--- config.mk ---
export PLATFORM = sky130hd
export DESIGN_NAME = stac_config_regs
export DESIGN_NICKNAME = d
export VERILOG_FILES = /design/src/verilog/stac_config_regs.v /design/src/verilog/stac_range_check.v
export VERILOG_INCLUDE_DIRS = /design/src /design/src/verilog
export SDC_FILE = /design/constraint.sdc
export NUM_CORES = 1
export LEC_CHECK = 0
export BUFFER_PORTS_ARGS = -buffer_cell sky130_fd_sc_hd__buf_2
export CAP_MARGIN = 10
export CORE_AREA = 2 2 84 106
export CTS_BUF_LIST = sky130_fd_sc_hd__clkbuf_2
export DETAILED_ROUTE_END_ITERATION = 16
export DIE_AREA = 0 0 86 108
export PLACE_DENSITY = 0.84
export SLEW_MARGIN = 20
export SYNTH_ARGS = -nofsm -noshare
export SYNTH_HDL_FRONTEND = slang
export SYNTH_SLANG_ARGS = --single-unit
--- constraint.sdc ---
create_clock -name ref_clk_in -period 3.8 [get_ports ref_clk_in]
set_input_delay 0.38 -clock ref_clk_in [delete_from_list [all_inputs] [get_ports ref_clk_in]]
set_output_delay 0.38 -clock ref_clk_in [all_outputs]
set_load 0.05 [all_outputs]
--- src/verilog/stac_defs.vh ---
// Register addresses, field positions, reset values and codes of the configuration bank.
`ifndef STAC_DEFS_VH
`define STAC_DEFS_VH
`define STAC_ADDR_TH_LO_L 8'h84
`define STAC_ADDR_TH_LO_H 8'h85
`define STAC_ADDR_TH_HI_L 8'h86
`define STAC_ADDR_TH_HI_H 8'h87
`define STAC_ADDR_AUX_ID 8'h90
`define STAC_ADDR_REVISION_CODE 8'h91
`define STAC_ADDR_PART_ID 8'h92
`define STAC_ADDR_STATUS 8'h93
`define STAC_ADDR_FIFO_CFG 8'hB1
`define STAC_ADDR_GAIN_CEIL 8'hCF
`define STAC_ADDR_INT_EN 8'hF9
`define STAC_ADDR_PERSIST 8'hBD
`define STAC_FLK_CEIL_HI 7
`define STAC_FLK_CEIL_LO 4
`define STAC_SPC_CEIL_HI 3
`define STAC_SPC_CEIL_LO 0
`define STAC_CEIL_RST 4'h9
`define STAC_CEIL_MAX 4'hA
`define STAC_FIFO_LEVEL_THRESHOLD_HI 7
`define STAC_FIFO_LEVEL_THRESHOLD_LO 6
`define STAC_FIFO_LEVEL_THRESHOLD_RST 2'h2
`define STAC_FLK_AGC_BIT 3
`define STAC_SPC_AGC_BIT 2
`define STAC_FLK_AGC_RST 1'h1
`define STAC_SPC_AGC_RST 1'h0
`define STAC_SPC_IEN_BIT 3
`define STAC_STAT_SPECTRAL_INTERRUPT_FLAG_BIT 3
`define STAC_PERS_W 4
`define STAC_BYTE_RST 8'h00
`define STAC_LVL_0 5'h01
`define STAC_LVL_1 5'h04
`define STAC_LVL_2 5'h08
`define STAC_LVL_3 5'h10
`endif

--- src/verilog/stac_config_regs.v ---
// Configuration register bank of the spectral front end: gain ceilings, FIFO and AGC, thresholds.
//
// Overview of operation
// - Bits 7:4 of the gain ceiling register cap the flicker gain, code 0 is 0.5x doubling to 512x at 10, reset 9.
// - Bits 3:0 of the gain ceiling register cap the spectral gain on the same scale, reset 9.
// - Bits 7:6 of the FIFO config select fill levels 1, 4, 8 or 16 for the first FIFO interrupt, reset code 2.
// - Bit 3 of the FIFO config enables flicker automatic gain control and resets to 1.
// - Bit 2 of the FIFO config enables spectral automatic gain control and resets to 0.
// - Auxiliary, revision and part codes are read-only and writes to them do nothing.
// - The 16-bit low and high thresholds are compared unsigned against each channel zero result.
// - With the interrupt enabled, a persistent out-of-window run sets the spectral interrupt flag.
// - Threshold bytes sit at 0x84, 0x85 and 0x86 and reset to zero.
// - A low-byte write is latched and applied with its high byte in the same cycle.
// - The high byte of the high threshold sits at 0x87, resets to zero and completes it.
// - A status bit clears only when written with one, and writing zero leaves it set.
`include "stac_defs.vh"
module stac_config_regs #(
	parameter [3:0] AUX_CODE = 4'h5,
	parameter [2:0] REV_CODE = 3'h3,
	parameter [5:0] PART_CODE = 6'h2A
)(
	// Clock and reset.
	input wire ref_clk_in,
	input wire rst_in,
	// Register port from the serial interface.
	input wire reg_wr_in,
	input wire reg_rd_in,
	input wire [7:0] reg_addr_in,
	input wire [7:0] reg_wdata_in,
	output reg [7:0] reg_rdata_out,
	// Measurement input.
	input wire result_valid_in,
	input wire [15:0] channel_zero_result_in,
	// FIFO level from the buffer logic.
	input wire [4:0] fifo_fill_level_in,
	// Configuration to the gain engines.
	output reg [3:0] flicker_gain_ceiling_out,
	output reg [3:0] spectral_gain_ceiling_out,
	output reg flicker_auto_gain_enable_out,
	output reg spectral_auto_gain_enable_out,
	output reg [1:0] fifo_level_threshold_out,
	output reg fifo_threshold_met_out,
	// Thresholds and interrupt.
	output reg [15:0] low_threshold_out,
	output reg [15:0] high_threshold_out,
	output reg spectral_interrupt_flag_out
);
	// The identity defaults above are arbitrary values.
	reg [7:0] lo_latch;
	reg [7:0] hi_latch;
	reg spectral_interrupt_enable;
	reg [`STAC_PERS_W-1:0] interrupt_persistence_count;
	wire hit;

	function wr_at;
		input [7:0] a;
		begin
			wr_at = reg_wr_in && (reg_addr_in == a);
		end
	endfunction

	function [3:0] clamp_ceil;
		input [3:0] c;
		begin
			clamp_ceil = (c > `STAC_CEIL_MAX) ? `STAC_CEIL_MAX : c;
		end
	endfunction

	function [4:0] fifo_level;
		input [1:0] code;
		begin
			case (code)
				2'h0: fifo_level = `STAC_LVL_0;
				2'h1: fifo_level = `STAC_LVL_1;
				2'h2: fifo_level = `STAC_LVL_2;
				default: fifo_level = `STAC_LVL_3;
			endcase
		end
	endfunction

	stac_range_check #(
		.PERS_W(`STAC_PERS_W)
	) u_range (
		.ref_clk_in(ref_clk_in),
		.rst_in(rst_in),
		.low_th_in(low_threshold_out),
		.high_th_in(high_threshold_out),
		.persist_in(interrupt_persistence_count),
		.result_valid_in(result_valid_in),
		.result_in(channel_zero_result_in),
		.hit_out(hit)
	);

	// ********************************************************
	// Register writes.
	// ********************************************************
	always @(posedge ref_clk_in or posedge rst_in)
	begin
		if (rst_in)
		begin
			flicker_gain_ceiling_out <= `STAC_CEIL_RST;
			spectral_gain_ceiling_out <= `STAC_CEIL_RST;
			fifo_level_threshold_out <= `STAC_FIFO_LEVEL_THRESHOLD_RST;
			flicker_auto_gain_enable_out <= `STAC_FLK_AGC_RST;
			spectral_auto_gain_enable_out <= `STAC_SPC_AGC_RST;
			lo_latch <= `STAC_BYTE_RST;
			hi_latch <= `STAC_BYTE_RST;
			low_threshold_out <= {`STAC_BYTE_RST, `STAC_BYTE_RST};
			high_threshold_out <= {`STAC_BYTE_RST, `STAC_BYTE_RST};
			spectral_interrupt_enable <= 1'b0;
			interrupt_persistence_count <= {`STAC_PERS_W{1'b0}};
			spectral_interrupt_flag_out <= 1'b0;
			fifo_threshold_met_out <= 1'b0;
		end
		else
		begin
			if (wr_at(`STAC_ADDR_GAIN_CEIL))
			begin
				flicker_gain_ceiling_out <= clamp_ceil(
					reg_wdata_in[`STAC_FLK_CEIL_HI:`STAC_FLK_CEIL_LO]);
				spectral_gain_ceiling_out <= clamp_ceil(
					reg_wdata_in[`STAC_SPC_CEIL_HI:`STAC_SPC_CEIL_LO]);
			end
			if (wr_at(`STAC_ADDR_FIFO_CFG))
			begin
				fifo_level_threshold_out <= reg_wdata_in[`STAC_FIFO_LEVEL_THRESHOLD_HI:`STAC_FIFO_LEVEL_THRESHOLD_LO];
				flicker_auto_gain_enable_out <= reg_wdata_in[`STAC_FLK_AGC_BIT];
				spectral_auto_gain_enable_out <= reg_wdata_in[`STAC_SPC_AGC_BIT];
			end
			fifo_threshold_met_out <= (fifo_fill_level_in >= fifo_level(fifo_level_threshold_out));
			if (wr_at(`STAC_ADDR_TH_LO_L))
			begin
				lo_latch <= reg_wdata_in;
			end
			if (wr_at(`STAC_ADDR_TH_LO_H))
			begin
				low_threshold_out <= {reg_wdata_in, lo_latch};
			end
			if (wr_at(`STAC_ADDR_TH_HI_L))
			begin
				hi_latch <= reg_wdata_in;
			end
			if (wr_at(`STAC_ADDR_TH_HI_H))
			begin
				high_threshold_out <= {reg_wdata_in, hi_latch};
			end
			if (wr_at(`STAC_ADDR_INT_EN))
			begin
				spectral_interrupt_enable <= reg_wdata_in[`STAC_SPC_IEN_BIT];
			end
			if (wr_at(`STAC_ADDR_PERSIST))
			begin
				interrupt_persistence_count <= reg_wdata_in[`STAC_PERS_W-1:0];
			end
			// Set wins over a clear in the same cycle.
			if (hit && spectral_interrupt_enable)
			begin
				spectral_interrupt_flag_out <= 1'b1;
			end
			else if (wr_at(`STAC_ADDR_STATUS) && reg_wdata_in[`STAC_STAT_SPECTRAL_INTERRUPT_FLAG_BIT])
			begin
				spectral_interrupt_flag_out <= 1'b0;
			end
		end
	end

	// ********************************************************
	// Register reads.
	// ********************************************************
	always @(posedge ref_clk_in or posedge rst_in)
	begin
		if (rst_in)
		begin
			reg_rdata_out <= `STAC_BYTE_RST;
		end
		else if (reg_rd_in)
		begin
			case (reg_addr_in)
				`STAC_ADDR_TH_LO_L: reg_rdata_out <= lo_latch;
				`STAC_ADDR_TH_LO_H: reg_rdata_out <= low_threshold_out[15:8];
				`STAC_ADDR_TH_HI_L: reg_rdata_out <= hi_latch;
				`STAC_ADDR_TH_HI_H: reg_rdata_out <= high_threshold_out[15:8];
				`STAC_ADDR_AUX_ID: reg_rdata_out <= {4'h0, AUX_CODE};
				`STAC_ADDR_REVISION_CODE: reg_rdata_out <= {5'h00, REV_CODE};
				`STAC_ADDR_PART_ID: reg_rdata_out <= {PART_CODE, 2'h0};
				`STAC_ADDR_STATUS:
					reg_rdata_out <= {4'h0, spectral_interrupt_flag_out, 3'h0};
				`STAC_ADDR_FIFO_CFG:
					reg_rdata_out <= {fifo_level_threshold_out, 2'h0,
						flicker_auto_gain_enable_out, spectral_auto_gain_enable_out, 2'h0};
				`STAC_ADDR_GAIN_CEIL:
					reg_rdata_out <= {flicker_gain_ceiling_out, spectral_gain_ceiling_out};
				`STAC_ADDR_INT_EN: reg_rdata_out <= {4'h0, spectral_interrupt_enable, 3'h0};
				`STAC_ADDR_PERSIST:
					reg_rdata_out <= {{(8-`STAC_PERS_W){1'b0}}, interrupt_persistence_count};
				default: reg_rdata_out <= `STAC_BYTE_RST;
			endcase
		end
	end
endmodule // stac_config_regs

--- src/verilog/stac_range_check.v ---
// Channel zero window check with consecutive out-of-range persistence counting.
module stac_range_check #(
	parameter PERS_W = 4
)(
	// Clock and reset.
	input wire ref_clk_in,
	input wire rst_in,
	// Thresholds and persistence.
	input wire [15:0] low_th_in,
	input wire [15:0] high_th_in,
	input wire [PERS_W-1:0] persist_in,
	// Result stream.
	input wire result_valid_in,
	input wire [15:0] result_in,
	// Event.
	output reg hit_out
);
	reg [PERS_W:0] run_count;
	wire outside;
	wire [PERS_W:0] run_inc;

	assign outside = (result_in < low_th_in) || (result_in > high_th_in);
	assign run_inc = run_count + {{PERS_W{1'b0}}, 1'b1};

	always @(posedge ref_clk_in or posedge rst_in)
	begin
		if (rst_in)
		begin
			run_count <= {(PERS_W+1){1'b0}};
			hit_out <= 1'b0;
		end
		else
		begin
			hit_out <= 1'b0;
			if (result_valid_in)
			begin
				if (!outside)
				begin
					run_count <= {(PERS_W+1){1'b0}};
				end
				else
				begin
					if (run_inc >= {1'b0, persist_in})
					begin
						hit_out <= 1'b1;
					end
					if (run_inc != {(PERS_W+1){1'b1}})
					begin
						run_count <= run_inc;
					end
				end
			end
		end
	end
endmodule // stac_range_check

==> results.toml <==
[grt]
grt_max_degree = 56
grt_pass1_vias = 3933
grt_pass1_wl_mm = 19.42
grt_use_total_pct = 27.25
antenna_found_initial = 0
overflow = 0

[sta]
fin_skew_ns = 0.02586
slew_viol_final = 0
setup_viol = 0
tightest_slew_ns = 0.9396
fin_crit_ns = 2.521
fmax_mhz = 396.6
fin_crit_sh_pct = 66.35
finalSetupTns_ns = 0
slew_headroom_pct = 37.29
final_hold_viol_count = 0
grt_setup_unrepaired = "no"

[drt]
first_pass_iters = 4
drc = 0
dr_total_vias = 3822
wl_mm = 12.06
via_per_inst = 6.047
wl_per_cell_um = 19.08
postRouteAntennaNets = 0
drt_iter0_drc = 287

[place]
place_area_mm2 = 0.005350
numPortBuffers = 95
hpwlAfterDp_mm = 9.380
place_inst = 615
gp_congestion = 0.8977

[clocking]
clk_latency_ns = 0.56
cts_sinks = 81
cts.htree.levels = 3
clockBufferDepth = 2
cts_resized = 0
cts_tree = "done"
post_cts_buffers = 0
cts_buffers = 9
cts_root_buf = "clkbuf_2"
path_clk_slew_ns = 0.20

[worst_setup_path]
crit_arrival_ns = 3.02
cp-start-kind = "flip-flop"
max_stage_delay_ns = 0.58
worstPathRequired_ns = 4.30
cp_slowest_cell = "or4_1"
critical_path_class = "reg2reg"
worst-path-max-fanout = 8
endpoint_kind = "flip-flop"
crit_chain = "inv_1 -> ha_1 -> nand4_1 -> or4_1 -> a21o_1 -> o211a_1 -> o21ai_4 -> a31o_2 -> a32o_1"

[synthesis]
yosys_warnings = 0
ys_ff_latch = 81
synth.avg_cell_area_um2 = 11.14
yosys.area.top_type = "dfrtp_1"
synth_cell_types = 56
netlist.area_leader.share_pct = 39.01
synth_cells = 432
synth_nets = 515
ys_top_cells_by_area = "dfrtp_1 (39%), ha_1 (11%), mux2_2 (9.8%), mux2_4 (5.6%), inv_1 (3.8%)"
ys_seq_area_share_pct = 42.29
ys_async_sr_fraction_pct = 100.0
synth_edf_count = 0
synth_area_mm2 = 0.004811
synth_ff_type = "dfrtp_1"

[final_layout]
final_util_pct = 67.00
fin_cells = 632
drive_above_1_share_pct = 36.26
nets = 613
syn_to_final_growth_pct = 14.12
fillerInstances = 639
post-route-cell-area_mm2 = 0.005490
num_antenna_cells = 0

[worst_hold_path]
hold_path.class = "in2reg"

[run_status]
status = "completed"

[floorplanning]
start_util_pct = 58.71
core_area_mm2 = 0.008194
die_w_um = 86
row_count = 37
dieHeight_um = 108
ios = 96
dieArea_mm2 = 0.009288

[power]
p_switching_mw = 0.5970
switching_share_pct = 31.94
cellPowerDensity_mw_per_mm2 = 340.4
combPwrFrac_pct = 20.9
power.internal_mw = 1.272
vdd_drop_max_v = 0.0001728
pwr-share-seq_pct = 51.8
p_clk_share_pct = 27.3
p_leak_nw = 2.768

[job]
maxCapViolCount = 0
## state kept, by name, summed over array words and instances, names as in the netlist
name,cells
reg_rdata_out,8
high_threshold_out,16
flicker_auto_gain_enable_out,1
lo_latch,8
u_range.run_count,5
interrupt_persistence_count,4
low_threshold_out,16
flicker_gain_ceiling_out,4
fifo_level_threshold_out,2
spectral_interrupt_flag_out,1
spectral_interrupt_enable,1
fifo_threshold_met_out,1
spectral_gain_ceiling_out,4
hi_latch,8
spectral_auto_gain_enable_out,1
u_range.hit_out,1
## layout make-up
| cell class | count | area (um2) | share of cell area (%) |
|---|---|---|---|
| clock buffer | 9 | 45.04 | 0.8204 |
| clock inverter | 7 | 85.08 | 1.550 |
| inverter | 49 | 185.2 | 3.373 |
| multi-input combinational | 290 | 2511 | 45.74 |
| sequential | 81 | 2034 | 37.06 |
| tap | 97 | 121.4 | 2.211 |
| timing repair buffer | 99 | 508.0 | 9.252 |
## per-stage QoR
step	hold slack (ns)	setup slack, ns	power (mW)
detailed placement	0.4921	1.164	1.372
finish	0.05881	1.279	1.869
floorplan	0.4558	1.253	1.238
CTS	0.01593	1.305	1.875
global route	0.02230	1.138	1.950
global placement	0.4860	1.258	1.348
## critical path: cells and delay by family, from the launching register on
kind	cells	cell delay (ns)
buffers and inverters	1	0.08
DFF	1	0.40
adders and majority gates	1	0.32
AOI/OAI and AO/OA	5	0.95
and+or+nand+nor	2	0.73
## worst paths after layout
check | slack [ns] | endpoint | cells past startpoint | from
setup / recovery | 1.28 | u_range.run_count[3]$_DFFE_PP0P_ | 9 | high_threshold_out[15]$_DFFE_PP0P_
hold / removal | 0.06 | u_range.hit_out$_DFF_PP0_ | 3 | result_valid_in
setup reg to reg | 1.28 | u_range.run_count[3]$_DFFE_PP0P_ | 9 | high_threshold_out[15]$_DFFE_PP0P_
hold reg to reg | 0.51 | spectral_interrupt_flag_out$_DFFE_PP0P_ | 1 | u_range.hit_out$_DFF_PP0_
max in group asynchronous | 2.39 | high_threshold_out[7]$_DFFE_PP0P_ | 4 | rst_in
min in group asynchronous | 0.51 | high_threshold_out[10]$_DFFE_PP0P_ | 3 | rst_in
## cells in the mapped netlist (5+ instances only)
| cell type | number |
|---|---|
| nand4_1 | 7 |
| ha_1 | 41 |
| inv_1 | 49 |
| o22ai_1 | 12 |
| mux2i_1 | 6 |
| nand3_1 | 7 |
| nand2_1 | 30 |
| mux2_2 | 42 |
| mux2_4 | 18 |
| dfrtp_1 | 75 |
| buf_2 | 5 |
| dfstp_2 | 6 |
| o21ai_0 | 13 |
| a21oi_1 | 23 |
| nand2b_1 | 11 |
| nor2_1 | 16 |
## layout by cell type (no fill, tap or decap), drive strengths merged, types with 3 or more instances in the layout
cell type,synthesis,final
a211oi,3,3
o21ai,14,14
a32o,3,3
nand2b,11,11
nand3,9,9
a21oi,23,23
o211ai,3,3
mux2,60,60
dfstp,6,6
a21o,3,3
a22o,4,4
clkbuf,3,9
clkinv,0,6
dfrtp,75,75
nand4,8,8
mux2i,6,6
a22oi,4,4
nand2,30,30
nor2b,3,3
nor2,16,16
buf,9,98
nor3,5,5
o22ai,12,12
inv,49,48
ha,41,41
## logic make-up after synthesis
logic type / count (synthesis) / share of synthesized area [%]
adder cells (fa/ha/maj): 41 / 10.66
flip-flops: 81 / 42.29
buffers and inverters: 61 / 5.514
multiplexers: 68 / 17.63
AO/OA/AOI/OAI: 86 / 12.54
AND/OR/NAND/NOR: 93 / 11.00
XOR/XNOR: 2 / 0.3642
## timing repair
| item | CTS | global route |
|---|---|---|
| hold buffers | 1 | 0 |
| hold endpoints to repair | 48 | 0 |
| setup endpoints to repair | 0 | 0 |
## per-layer routing
| metal | share of wire [%] | routed length, um | global-route usage (%) | vias up |
|---|---|---|---|---|
| met1 | 39 | 4747 | 32.60 | 1891 |
| met2 | 52 | 6316 | 48.39 | 155 |
| met3 | 5.6 | 676 | 5.420 | 25 |
| met5 | 0 | 0 | 0 | - |
| met4 | 2.6 | 316 | 9.751 | 0 |
| li1 | - | - | - | 1751 |
## power by group through the flow
| stage | sequential, mW | clock (mW) | combinational [mW] |
|---|---|---|---|
| 6_report | 0.968 | 0.510 | 0.391 |
| 5_1_grt | 0.976 | 0.547 | 0.428 |
| 4_1_cts | 0.966 | 0.515 | 0.393 |
| 3_5_place_dp | 0.982 | 0 | 0.390 |
| 3_3_place_gp | 0.980 | 0 | 0.368 |
| 2_1_floorplan | 1.04 | 0 | 0.202 |
Note: power is estimated with default switching activity, not from simulation.
